`src/sr_pkg.sv`:
```
// package for the static ram host controller
package sr_pkg;
    localparam int ADDR_W = 12;
    localparam int DEPTH = 4096;
    localparam int CLK_NS = 50;
    // slowest grade access and write timing, in ns
    localparam int ACCESS_NS = 70;
    localparam int WRITE_PULSE_NS = 40;
    localparam int WRITE_REC_NS = 15;
    localparam int ACCESS_CYC = (ACCESS_NS + CLK_NS - 1) / CLK_NS;
    localparam int WP_CYC = (WRITE_PULSE_NS + CLK_NS - 1) / CLK_NS;
    localparam int REC_CYC = (WRITE_REC_NS + CLK_NS - 1) / CLK_NS;
    localparam logic [3:0] CNT_ACCESS = 4'(ACCESS_CYC);
    localparam logic [3:0] CNT_WP = 4'(WP_CYC);
    localparam logic [3:0] CNT_REC = 4'(REC_CYC);

    typedef enum logic [4:0] {
        SR_IDLE = 5'h01,
        SR_RSEL = 5'h02,
        SR_WSEL = 5'h04,
        SR_WPUL = 5'h08,
        SR_DONE = 5'h10
    } sr_state_t;

    typedef struct packed {
        logic [ADDR_W-1:0] addr;
        logic cs_n;
        logic we_n;
        logic din;
    } sr_pins_t;
endpackage

```
`src/sr_host.sv`:
```
// host controller driving a 4096 x 1 asynchronous static ram
// Summary of operation
// - for a read the host holds write strobe high while select is low and samples data.
// - the host changes address only while select or write strobe is high.
// - the host puts a valid address out no later than select falls.
// - each cycle lasts from address settled until address changes again.
`timescale 1ns/1ns
module sr_host (
    // clock and reset
    input wire logic ref_clk,
    input wire logic nrst,
    // user request
    input wire logic req_valid,
    input wire logic req_write,
    input wire logic [sr_pkg::ADDR_W-1:0] req_addr,
    input wire logic req_wdata,
    output logic req_ready,
    output logic rd_valid,
    output logic rd_data,
    // memory pins
    output logic [sr_pkg::ADDR_W-1:0] word_address_lines,
    output logic cs_n,
    output logic we_n,
    output logic din,
    input wire logic dout
);
    sr_pkg::sr_state_t st_q, st_d;
    logic [3:0] cnt_q, cnt_d;
    sr_pkg::sr_pins_t pins_q, pins_d;
    logic rd_valid_q, rd_valid_d, rd_data_q, rd_data_d;

    wire cnt_done = (cnt_q == 4'h0);
    wire take = (st_q == sr_pkg::SR_IDLE) && req_valid;

    always_comb begin
        st_d = st_q;
        cnt_d = cnt_done ? 4'h0 : cnt_q - 4'h1;
        pins_d = pins_q;
        rd_valid_d = 1'b0;
        rd_data_d = rd_data_q;
        case (st_q)
            sr_pkg::SR_IDLE: begin
                pins_d.cs_n = 1'b1;
                pins_d.we_n = 1'b1;
                if (req_valid) begin
                    // address and select move together, strobes high
                    pins_d.addr = req_addr;
                    pins_d.din = req_wdata;
                    pins_d.cs_n = 1'b0;
                    if (req_write) begin
                        st_d = sr_pkg::SR_WSEL;
                        cnt_d = 4'h0;
                    end else begin
                        st_d = sr_pkg::SR_RSEL;
                        cnt_d = sr_pkg::CNT_ACCESS - 4'h1;
                    end
                end
            end
            sr_pkg::SR_RSEL: begin
                if (cnt_done) begin
                    rd_valid_d = 1'b1;
                    rd_data_d = dout;
                    pins_d.cs_n = 1'b1;
                    st_d = sr_pkg::SR_IDLE;
                end
            end
            sr_pkg::SR_WSEL: begin
                pins_d.we_n = 1'b0;
                cnt_d = sr_pkg::CNT_WP - 4'h1;
                st_d = sr_pkg::SR_WPUL;
            end
            sr_pkg::SR_WPUL: begin
                if (cnt_done) begin
                    pins_d.we_n = 1'b1;
                    cnt_d = sr_pkg::CNT_REC - 4'h1;
                    st_d = sr_pkg::SR_DONE;
                end
            end
            sr_pkg::SR_DONE: begin
                if (cnt_done) begin
                    pins_d.cs_n = 1'b1;
                    st_d = sr_pkg::SR_IDLE;
                end
            end
            default: begin
                st_d = sr_pkg::SR_IDLE;
                pins_d.cs_n = 1'b1;
                pins_d.we_n = 1'b1;
            end
        endcase
    end

    always_ff @(posedge ref_clk or negedge nrst) begin
        if (!nrst) begin
            st_q <= sr_pkg::SR_IDLE;
            cnt_q <= 4'h0;
            pins_q <= '{addr: '0, cs_n: 1'b1, we_n: 1'b1, din: 1'b0};
            rd_valid_q <= 1'b0;
            rd_data_q <= 1'b0;
        end else begin
            st_q <= st_d;
            cnt_q <= cnt_d;
            pins_q <= pins_d;
            rd_valid_q <= rd_valid_d;
            rd_data_q <= rd_data_d;
        end
    end

    // ready registered: high only in idle with cs_n released
    logic ready_q;
    always_ff @(posedge ref_clk or negedge nrst) begin
        if (!nrst) begin
            ready_q <= 1'b0;
        end else begin
            ready_q <= (st_d == sr_pkg::SR_IDLE);
        end
    end

    assign req_ready = ready_q;
    assign rd_valid = rd_valid_q;
    assign rd_data = rd_data_q;
    assign word_address_lines = pins_q.addr;
    assign cs_n = pins_q.cs_n;
    assign we_n = pins_q.we_n;
    assign din = pins_q.din;

    // selected-cycle count, bounds every access
    logic [2:0] sel_cnt_q;
    always_ff @(posedge ref_clk or negedge nrst) begin
        if (!nrst) begin
            sel_cnt_q <= 3'h0;
        end else begin
            sel_cnt_q <= cs_n ? 3'h0 : sel_cnt_q + 3'h1;
        end
    end
endmodule

```
`config.mk`:
```
export PLATFORM = sky130hd
export DESIGN_NAME = sr_host
export DESIGN_NICKNAME = d
export VERILOG_FILES = /design/src/sr_pkg.sv /design/src/sr_host.sv
export SDC_FILE = /design/constraint.sdc
export NUM_CORES = 1
export LEC_CHECK = 0
export ABC_AREA = 0
export BUFFER_PORTS_ARGS = -buffer_cell sky130_fd_sc_hd__buf_2
export CORE_MARGIN = 2
export CORE_UTILIZATION = 50
export DETAILED_ROUTE_END_ITERATION = 12
export PLACE_DENSITY = 0.78
export SLEW_MARGIN = 0
export SYNTH_ARGS = -nofsm -noshare
export SYNTH_HDL_FRONTEND = slang
export SYNTH_SLANG_ARGS = --single-unit
export TNS_END_PERCENT = 10
```
`constraint.sdc`:
```
create_clock -name ref_clk -period 3.21 [get_ports ref_clk]
set_clock_uncertainty 0.05 [all_clocks]
set_input_delay 0.321 -clock ref_clk [delete_from_list [all_inputs] [get_ports ref_clk]]
set_output_delay 0.321 -clock ref_clk [all_outputs]
set_load 0.01 [all_outputs]
```
# Yosys cells after proc, flatten, opt, wreduce, memory -nomap -nowiden

Index checks and enable logic that the tools add are counted.

Memory bits (writable): 0
Bits in read-only memories: 0
Logic and storage cells: 43
Memories kept: 0
Latch bits: 0
Output and inout port bits: 18
Bits of input ports: 18
Flip-flop bits (word level): 27

$add $sub $neg: 1
$mul: 0
Equality and inequality tests: 8
Shift-type cells: 0
Divide/modulo/power cells: 0
Order comparisons: 0
Multiplexer cells: 16
Reduce and logical (&&, ||, !) cells: 7
Bitwise operators: 2

Operators with widths:

| kind                  | count |
|---|---|
| $pmux W5 S4           | 1 |
| $mux W5               | 3 |
| $mux W4               | 3 |
| $pmux W4 S3           | 1 |
| $eq A5 B1 Y1 const B  | 2 |
| $reduce_and A2 Y1     | 4 |
| $pmux W1 S3           | 2 |
| $eq A5 B2 Y1 const B  | 1 |
| $eq A5 B3 Y1 const B  | 1 |
| $eq A5 B4 Y1 const B  | 1 |
| $eq A5 B5 Y1 const B  | 1 |
| $mux W1               | 5 |
| $logic_not A4 Y1      | 1 |
| $reduce_or A2 Y1      | 2 |
| $sub A4 B1 Y4 const B | 1 |
| $mux W3               | 1 |
| $ne A2 B1 Y1 const B  | 1 |
| $ne A2 B2 Y1 const B  | 1 |
| $not A1 Y1            | 2 |

# Logic depth before layout (Yosys ltp)

Gate-level depths: netlist of run 1.

Depth after elaboration: 4
Gate-level depth with buffers: 5
Depth with buffers taken out: 5

# Least setup slack after synthesis of run 1

OpenSTA, ideal clock, no wires.

Kind: reg2reg
Start: reg st_q[0]
End: reg pins_q (netlist bit din)
Path buffers: 2
Data arrival time: 1.657 ns
Path slack: 1.378 ns
Stages on the path, launching flop included: 6
Clock period less this slack: 1.832 ns
Data required time: 3.035 ns
Setup time: 0.125 ns
Cell sequence: dfstp_2 > nand3b_1 > or4_1 > buf_2 > buf_6 > mux2_4

Word-level cells in the longest chain between the ends: 2

Ends and longest elaborated chain:

| what                               | line           | source |
|---|---|---|
| start: declaration                 | sr_host.sv:27  | `sr_pkg::sr_state_t st_q, st_d;` |
| start signal: assignment           | sr_host.sv:95  | `st_q <= sr_pkg::SR_IDLE;` |
| start signal: assignment           | sr_host.sv:101 | `st_q <= st_d;` |
| $eq A5 B1 Y1                       | sr_host.sv:41  | `case (st_q)` |
| $reduce_and A2 Y1 (no source line) | -              |  |
| end signal: assignment             | sr_host.sv:97  | `pins_q <= '{addr: '0, cs_n: 1'b1, we_n: 1'b1, din: 1'b0};` |
| end signal: assignment             | sr_host.sv:103 | `pins_q <= pins_d;` |
| end: declaration                   | sr_host.sv:29  | `sr_pkg::sr_pins_t pins_q, pins_d;` |

No other way between the ends.
A chain may end at the register's enable or synchronous reset.

# Final worst setup path of run 1

Start: reg st_q[2]
End: reg pins_q (netlist bit word_address_lines[10])

Same word-level chain as after synthesis.

==> summary.md, run 1 <==
| Metric | Value |
|---|---|
| Status | `complete, no violations` |
| Area Overhead vs Synth | `17.36%` |
| Fin crit share | `67.69%` |
| GRT Util Overall | `17.93%` |
| Worst reg-to-reg path cell count | `3` |
| Die X | `roughly 54 um` |
| GP Congestion | `about 0.77` |
| Hold depth | `2` |
| Async SR Flop Fraction | `100.0%` |
| CTS Buf Count | `3` |
| Crit path DAT | `2.34 ns` |
| Syn Nets | `about 120` |
| # port buffers | `35` |
| Area of the multi-input gates | `509.2 sq um` |
| Ys flop type | `dfrtp_1` |
| FF+latch area | `slightly below 700 sq um` |
| Flop-to-flop setup slack | `just over 1 ns` |
| Fraction of synthesized cell area in xor and xnor cells | `less than 1%` |
| Row Count | `17` |
| Vias in the first global route | `835` |
| IO Pins | `36` |
| Vias | `850` |
| Number of synthesized flops with an enable pin | `0` |
| Routed WL per cell | `14.38 um` |
| Worst hold path class | `in2reg` |
| Starting Density | `about 54%` |
| Largest net degree at the start of global routing | `28` |
| Chip Height | `53.65 um` |
| Post-detail-place hpwl | `about 1.7 mm` |
| Hold endpoint | `cnt_q[0]$_DFF_PN0_` |
| Initial DRC Count | `6` |
| Fraction of layout cells with a size suffix above 1 | `between 40% and 50%` |
| H-tree lvl count | `1` |
| Commonest non-fill, non-tap cell in the layout | `buf_2` |
| Worst-Margin Slew | `a little under 0.8 ns` |
| Static Leak | `roughly 0.67 nW` |
| Final core occ | `a little under two thirds` |
| Synth warn | `0` |
| Crit Path Class | `reg2reg` |
| Die area | `around 2900 sq um` |
| Core Area | `~2300 sq um` |
| Routed Antenna Nets | `0` |
| Deepest clock path buffer count | `2` |
| Total Wirelength | `roughly 2.3 mm` |
| Cell variety after synth | `33` |
| Mapped cell area | `about 1200 sq um` |
| Vias per cell | `between 5 and 6` |
| Mean Syn Cell Area | `~13 sq um` |
| CTS tree | `built` |
| Sequential fraction of the synthesis area | `55.13%` |
| Tmin final | `between 2 and 2.5 ns` |
| Worst vdd ir | `between 0.4 and 0.5 mV` |
| Initial antenna violation count | `0` |
| Clock sinks | `27` |
| Final hold viol count | `0` |
| CTS clock-pin slew for the worst setup and hold paths | `0.14 ns` |
| GRT overflow | `0` |
| R2r endpoint | `word_address_lines[10]$_DFFE_PN0P_` |
| CTS root buf | `clkbuf_4` |
| Critical path fanouts, max | `16` |
| CP endpoint kind | `flip-flop` |
| Hold_sp | `req_write` |
| Main combinational cell family by area after synthesis | `multiplexers` |
| Setup TNS | `0 ns` |
| Crit start category | `flip-flop` |
| Synth Area in Compound Gates | `8.325%` |
| Max Slew Vio Count | `0` |
| Post-CTS Resized | `0` |
| DR pass1 iterations | `4` |
| Fin nets | `roughly 150` |
| Reg-to-Reg Start | `st_q[2]$_DFF_PN0_` |
| Finish-stage setup viols | `0` |
| Mux cell area share after synthesis | `about 17%` |
| Max cap viols | `0` |
| Worst rel slew slack | `around 48%` |
| RSZ-0062 raised after global routing | `no` |
| Seq cells post-synth | `27` |
| Post-synthesis adder-cell area fraction | `under 10%` |
| Fillers | `approximately 170` |
| First-pass GRT wire length | `around 3.6 mm` |
| Cells after Synth | `between 90 and 100` |
| Most frequent cells in the layout | `buf_2 (35), dfrtp_1 (24), mux2_2 (8)` |
| Number of diodes | `0` |
| Simple-Gate Fraction of Synth Area | `14.62%` |
| DRC | `0` |
| Skew-Pair Late Insertion Delay | `0.31 ns` |
| Fmax | `approximately 460 MHz` |
| Cell Pwr Density | `around 900 nW/um^2` |
| Critical Path RT | `~3.4 ns` |
sequential cells by signal (all words and copies together) (netlist names):
signal	cells
cnt_q	4
cs_n	1
din	1
rd_data	1
rd_valid	1
req_ready	1
st_q	5
we_n	1
word_address_lines	12
worst max-delay path by stage:
stage	startpoint	end	cells after the start
final	st_q[2]$_DFF_PN0_	word_address_lines[10]$_DFFE_PN0P_	3
after global routing	st_q[2]$_DFF_PN0_	word_address_lines[10]$_DFFE_PN0P_	3
after CTS	st_q[2]$_DFF_PN0_	word_address_lines[5]$_DFFE_PN0P_	3
after detailed placement	st_q[2]$_DFF_PN0_	word_address_lines[5]$_DFFE_PN0P_	3
after global placement	st_q[2]$_DFF_PN0_	word_address_lines[10]$_DFFE_PN0P_	3
after floorplan	st_q[0]$_DFF_PN1_	din$_DFFE_PN0P_	5
power breakdown:
group	switching (W)	internal, W	total, W
Clock	0.0000926	0.0000486	0.000141
Sequential	0.000108	0.000489	0.000597
Combinational	0.000263	0.000298	0.000561
Total	0.000463	0.000836	0.00130
Yosys cell counts (2+ instances only):
library cell | count | area (sq um)
a21oi_1 | 3 | 15.01
nor4b_1 | 2 | 17.52
dfstp_2 | 3 | 78.83
dfrtp_1 | 24 | 600.6
mux2_2 | 8 | 90.09
buf_2 | 2 | 10.01
or3_1 | 3 | 18.77
nand3b_1 | 5 | 37.54
mux2_4 | 7 | 105.1
nand2_1 | 2 | 7.510
inv_1 | 3 | 11.26
nor2_1 | 7 | 26.28
a211oi_1 | 2 | 15.01
clkbuf_1 | 3 | 11.26
nand2b_1 | 4 | 25.02
nor3_1 | 2 | 10.01
metal layers:
metal / up-vias / global-route usage, % / wire length (um)
met5: - / 0 / 0
met4: 0 / 8.974 / 34
met3: 4 / 3.611 / 122
met2: 26 / 28.40 / 1087
met1: 397 / 23.41 / 1042
li1: 423 / - / -
logic make-up after synthesis:
kind of cell / after synthesis
flip-flops: 27
adder cells (fa/ha/maj): 1
XOR/XNOR: 1
AO/OA/AOI/OAI: 13
multiplexers: 16
buffers and inverters: 9
AND/OR/NAND/NOR: 30
critical path, stage by stage (launching register included):
cell and delay, ns:
dfrtp_1 0.52, nand3b_1 0.27, or4_1 0.80, mux2_4 0.42
through the flow:
step / total power, W / cell area [sq um] / std cells / hold WS (ns) / setup WS (ns)
after floorplan: 0.0009877 / 1232 / 97 / -0.02459 / 1.378
after global placement: 0.001141 / 1410 / 154 / 0.2987 / 1.099
after detailed placement: 0.001167 / 1410 / 154 / 0.3012 / 1.050
after CTS: 0.001312 / 1446 / 159 / 0.1402 / 1.034
after global routing: 0.001399 / 1446 / 159 / 0.1299 / 0.9372
final: 0.001299 / 1446 / 159 / 0.1601 / 1.037
cell type report:
type	instances	area share [%]
Sequential cell	27	46.97
Timing Repair Buffer	36	12.80
Inverter	3	0.7785
Tap cell	28	2.422
Clock buffer	4	1.817
Multi-Input combinational cell	61	35.21
what timing repair did:
action	4_1_cts	5_1_grt
hold buffers	1	0
endpoints found under the hold margin	24	0
setup buffers	0	0
Power figures use the tool's default switching activity.
==> run 2: changes to the inputs <==
==> constraint.sdc (replaced) <==
create_clock -name ref_clk -period 2 [get_ports ref_clk]
set_clock_uncertainty 0.05 [all_clocks]
set_input_delay 0.2 -clock ref_clk [delete_from_list [all_inputs] [get_ports ref_clk]]
set_output_delay 0.2 -clock ref_clk [all_outputs]
set_load 0.01 [all_outputs]
==> run 2 against run 1 <==
Final cell count increased by 4.4%. Wire length rose by 2.8%. Power is 66% higher. Fmax is 16% higher. Clock-buffer cell count unchanged. Utilization is 2.3 points higher. Largest power group is now combinational logic. Clock power up 62%. Flip-flop and latch count unchanged. Critical path type unchanged. Combinational power grew 78%.
==> summary.md, run 2 (synthesis gave the netlist of run 1 again) <==
| Metric | Value |
|---|---|
| Crit Path Class | `reg2reg` |
| Fin crit share | `93.30%` |
| Worst vdd ir | `between 0.8 and 0.9 mV` |
| Tmin final | `1.866 ns` |
| GP Congestion | `0.7571` |
| First-pass GRT wire length | `between 3 and 4 mm` |
| Die area | `2878 sq um` |
| Finished Cell Area | `between 1000 and 1500 sq um` |
| CTS clock-pin slew for the worst setup and hold paths | `between 0.1 and 0.15 ns` |
| GRT overflow | `0` |
| Critical path fanouts, max | `16` |
| Vias per cell | `5.548` |
| Number of flip-flops in the largest register | `12` |
| Routed WL per cell | `between 10 and 15 um` |
| Post-detail-place hpwl | `1.765 mm` |
| IO Pins | `36` |
| DR pass1 iterations | `4` |
| Max incr delay on CP | `a little over 0.6 ns` |
| DRC | `0` |
| # port buffers | `35` |
| Core Area | `roughly 2300 sq um` |
| Post-CTS Resized | `0` |
| Cell Pwr Density | `around 1400 nW/um^2` |
| CTS root buf | `clkbuf_4` |
| Crit path DAT | `about 2.0 ns` |
| Starting Density | `between 50% and 60%` |
| Number of diodes | `0` |
| Final hold viol count | `0` |
| CP Cell Sequence | `nand3b_1 -> or4_1 -> buf_4 -> mux2_4` |
| H-tree lvl count | `1` |
| Skew-Pair Late Insertion Delay | `~0.32 ns` |
| Largest net degree at the start of global routing | `28` |
| Area Overhead vs Synth | `21.62%` |
| Row Count | `17` |
| Status | `complete, no violations` |
| Slowest-stage cell, CP | `dfstp_2` |
| Worst hold path class | `in2reg` |
| CTS tree | `built` |
| Critical Path RT | `2.17 ns` |
| Worst-Margin Slew | `roughly 0.57 ns` |
| Fraction of layout cells with a size suffix above 1 | `between 40% and 50%` |
| Chip Height | `about 54 um` |
| Most frequent cells in the layout | `buf_2 (35), dfrtp_1 (24), mux2_2 (8)` |
| Clock sinks | `27` |
| RSZ-0062 raised after global routing | `no` |
| Fin nets | `~160` |
| Fillers | `161` |
| PnR worst setup slack | `about 0.13 ns` |
| Setup TNS | `0 ns` |
| Vias | `just over 900` |
| Static Leak | `approximately 0.7 nW` |
| Fmax | `around 540 MHz` |
| Total Wirelength | `2.351 mm` |
| CP endpoint kind | `flip-flop` |
| Dpl cell area | `1463 sq um` |
| Vias in the first global route | `a little over 900` |
| CP bufs+invs | `1` |
| CTS Buf Count | `3` |
| Max Slew Vio Count | `0` |
| Finish-stage setup viols | `0` |
| CP delay by family, top | `flip-flops` |
| Commonest non-fill, non-tap cell in the layout | `buf_2` |
| Initial antenna violation count | `0` |
| GRT Util Overall | `19.21%` |
| Initial DRC Count | `22` |
| Max cap viols | `0` |
| Deepest clock path buffer count | `2` |
| Routed Antenna Nets | `0` |
| Crit start category | `flip-flop` |
| Worst rel slew slack | `between 60% and 70%` |
| Die X | `around 54 um` |
| Dpl ws | `roughly 0.16 ns` |
## run 2: cell count changes in the layout (fill, tap and decap cells not counted)
| cell | previous run | this run |
|---|---|---|
| buf_4 | 0 | 7 |
## run 2: final timing paths
check | start | endpoint | slack, ns | depth (start not counted)
min | req_write | cnt_q[0]$_DFF_PN0_ | 0.04 | 2
max | st_q[0]$_DFF_PN1_ | word_address_lines[11]$_DFFE_PN0P_ | 0.13 | 4
min reg2reg | word_address_lines[1]$_DFFE_PN0P_ | word_address_lines[1]$_DFFE_PN0P_ | 0.47 | 1
max in group asynchronous | nrst | word_address_lines[5]$_DFFE_PN0P_ | 1.18 | 2
max reg2reg | st_q[0]$_DFF_PN1_ | word_address_lines[11]$_DFFE_PN0P_ | 0.13 | 4
min in group asynchronous | nrst | rd_data$_DFFE_PN0P_ | 0.35 | 2
## run 2: cell type report
type | instances | area, sq um | area share (%)
inverter | 3 | 11.26 | 0.7513
multi-input combinational | 61 | 509.2 | 33.97
tap | 28 | 35.03 | 2.337
clock buffer | 4 | 26.28 | 1.753
sequential | 27 | 679.4 | 45.33
timing repair buffer | 43 | 237.7 | 15.86
## run 2: worst register-to-register path, stage by stage, from the launching register on
cell and delay (ns):
dfstp_2 0.62, nand3b_1 0.14, or4_1 0.41, buf_4 0.22, mux2_4 0.32
## run 2: through the flow
| stage | power (W) | util (%) | hold WS [ns] | std cells |
|---|---|---|---|---|
| 2_1_floorplan | 0.001585 | - | -0.1456 | 97 |
| 3_3_place_gp | 0.001893 | 64.27 | 0.1712 | 161 |
| 3_5_place_dp | 0.001939 | 64.27 | 0.1870 | 161 |
| 4_1_cts | 0.002169 | 65.86 | 0.03698 | 166 |
| 5_1_grt | 0.002314 | 65.86 | 0.02863 | 166 |
| 6_report | 0.002150 | 65.86 | 0.04096 | 166 |
## run 2: what timing repair did
item                                   in CTS  in global routing
buffers inserted                            0                  0
endpoints found under the hold margin      24                  0
hold buffers                                1                  0
## run 2: where the power goes
part           switching [W]  internal [W]
Sequential          0.000136      0.000785
Combinational       0.000470      0.000530
Clock               0.000150     0.0000781
Total               0.000756       0.00139
## run 2: routing by layer
layer | track usage (%) | wire length (um)
met4 | 6.410 | 22
met3 | 3.889 | 130
met2 | 34.16 | 1197
met5 | 0 | 0
met1 | 23.18 | 1001
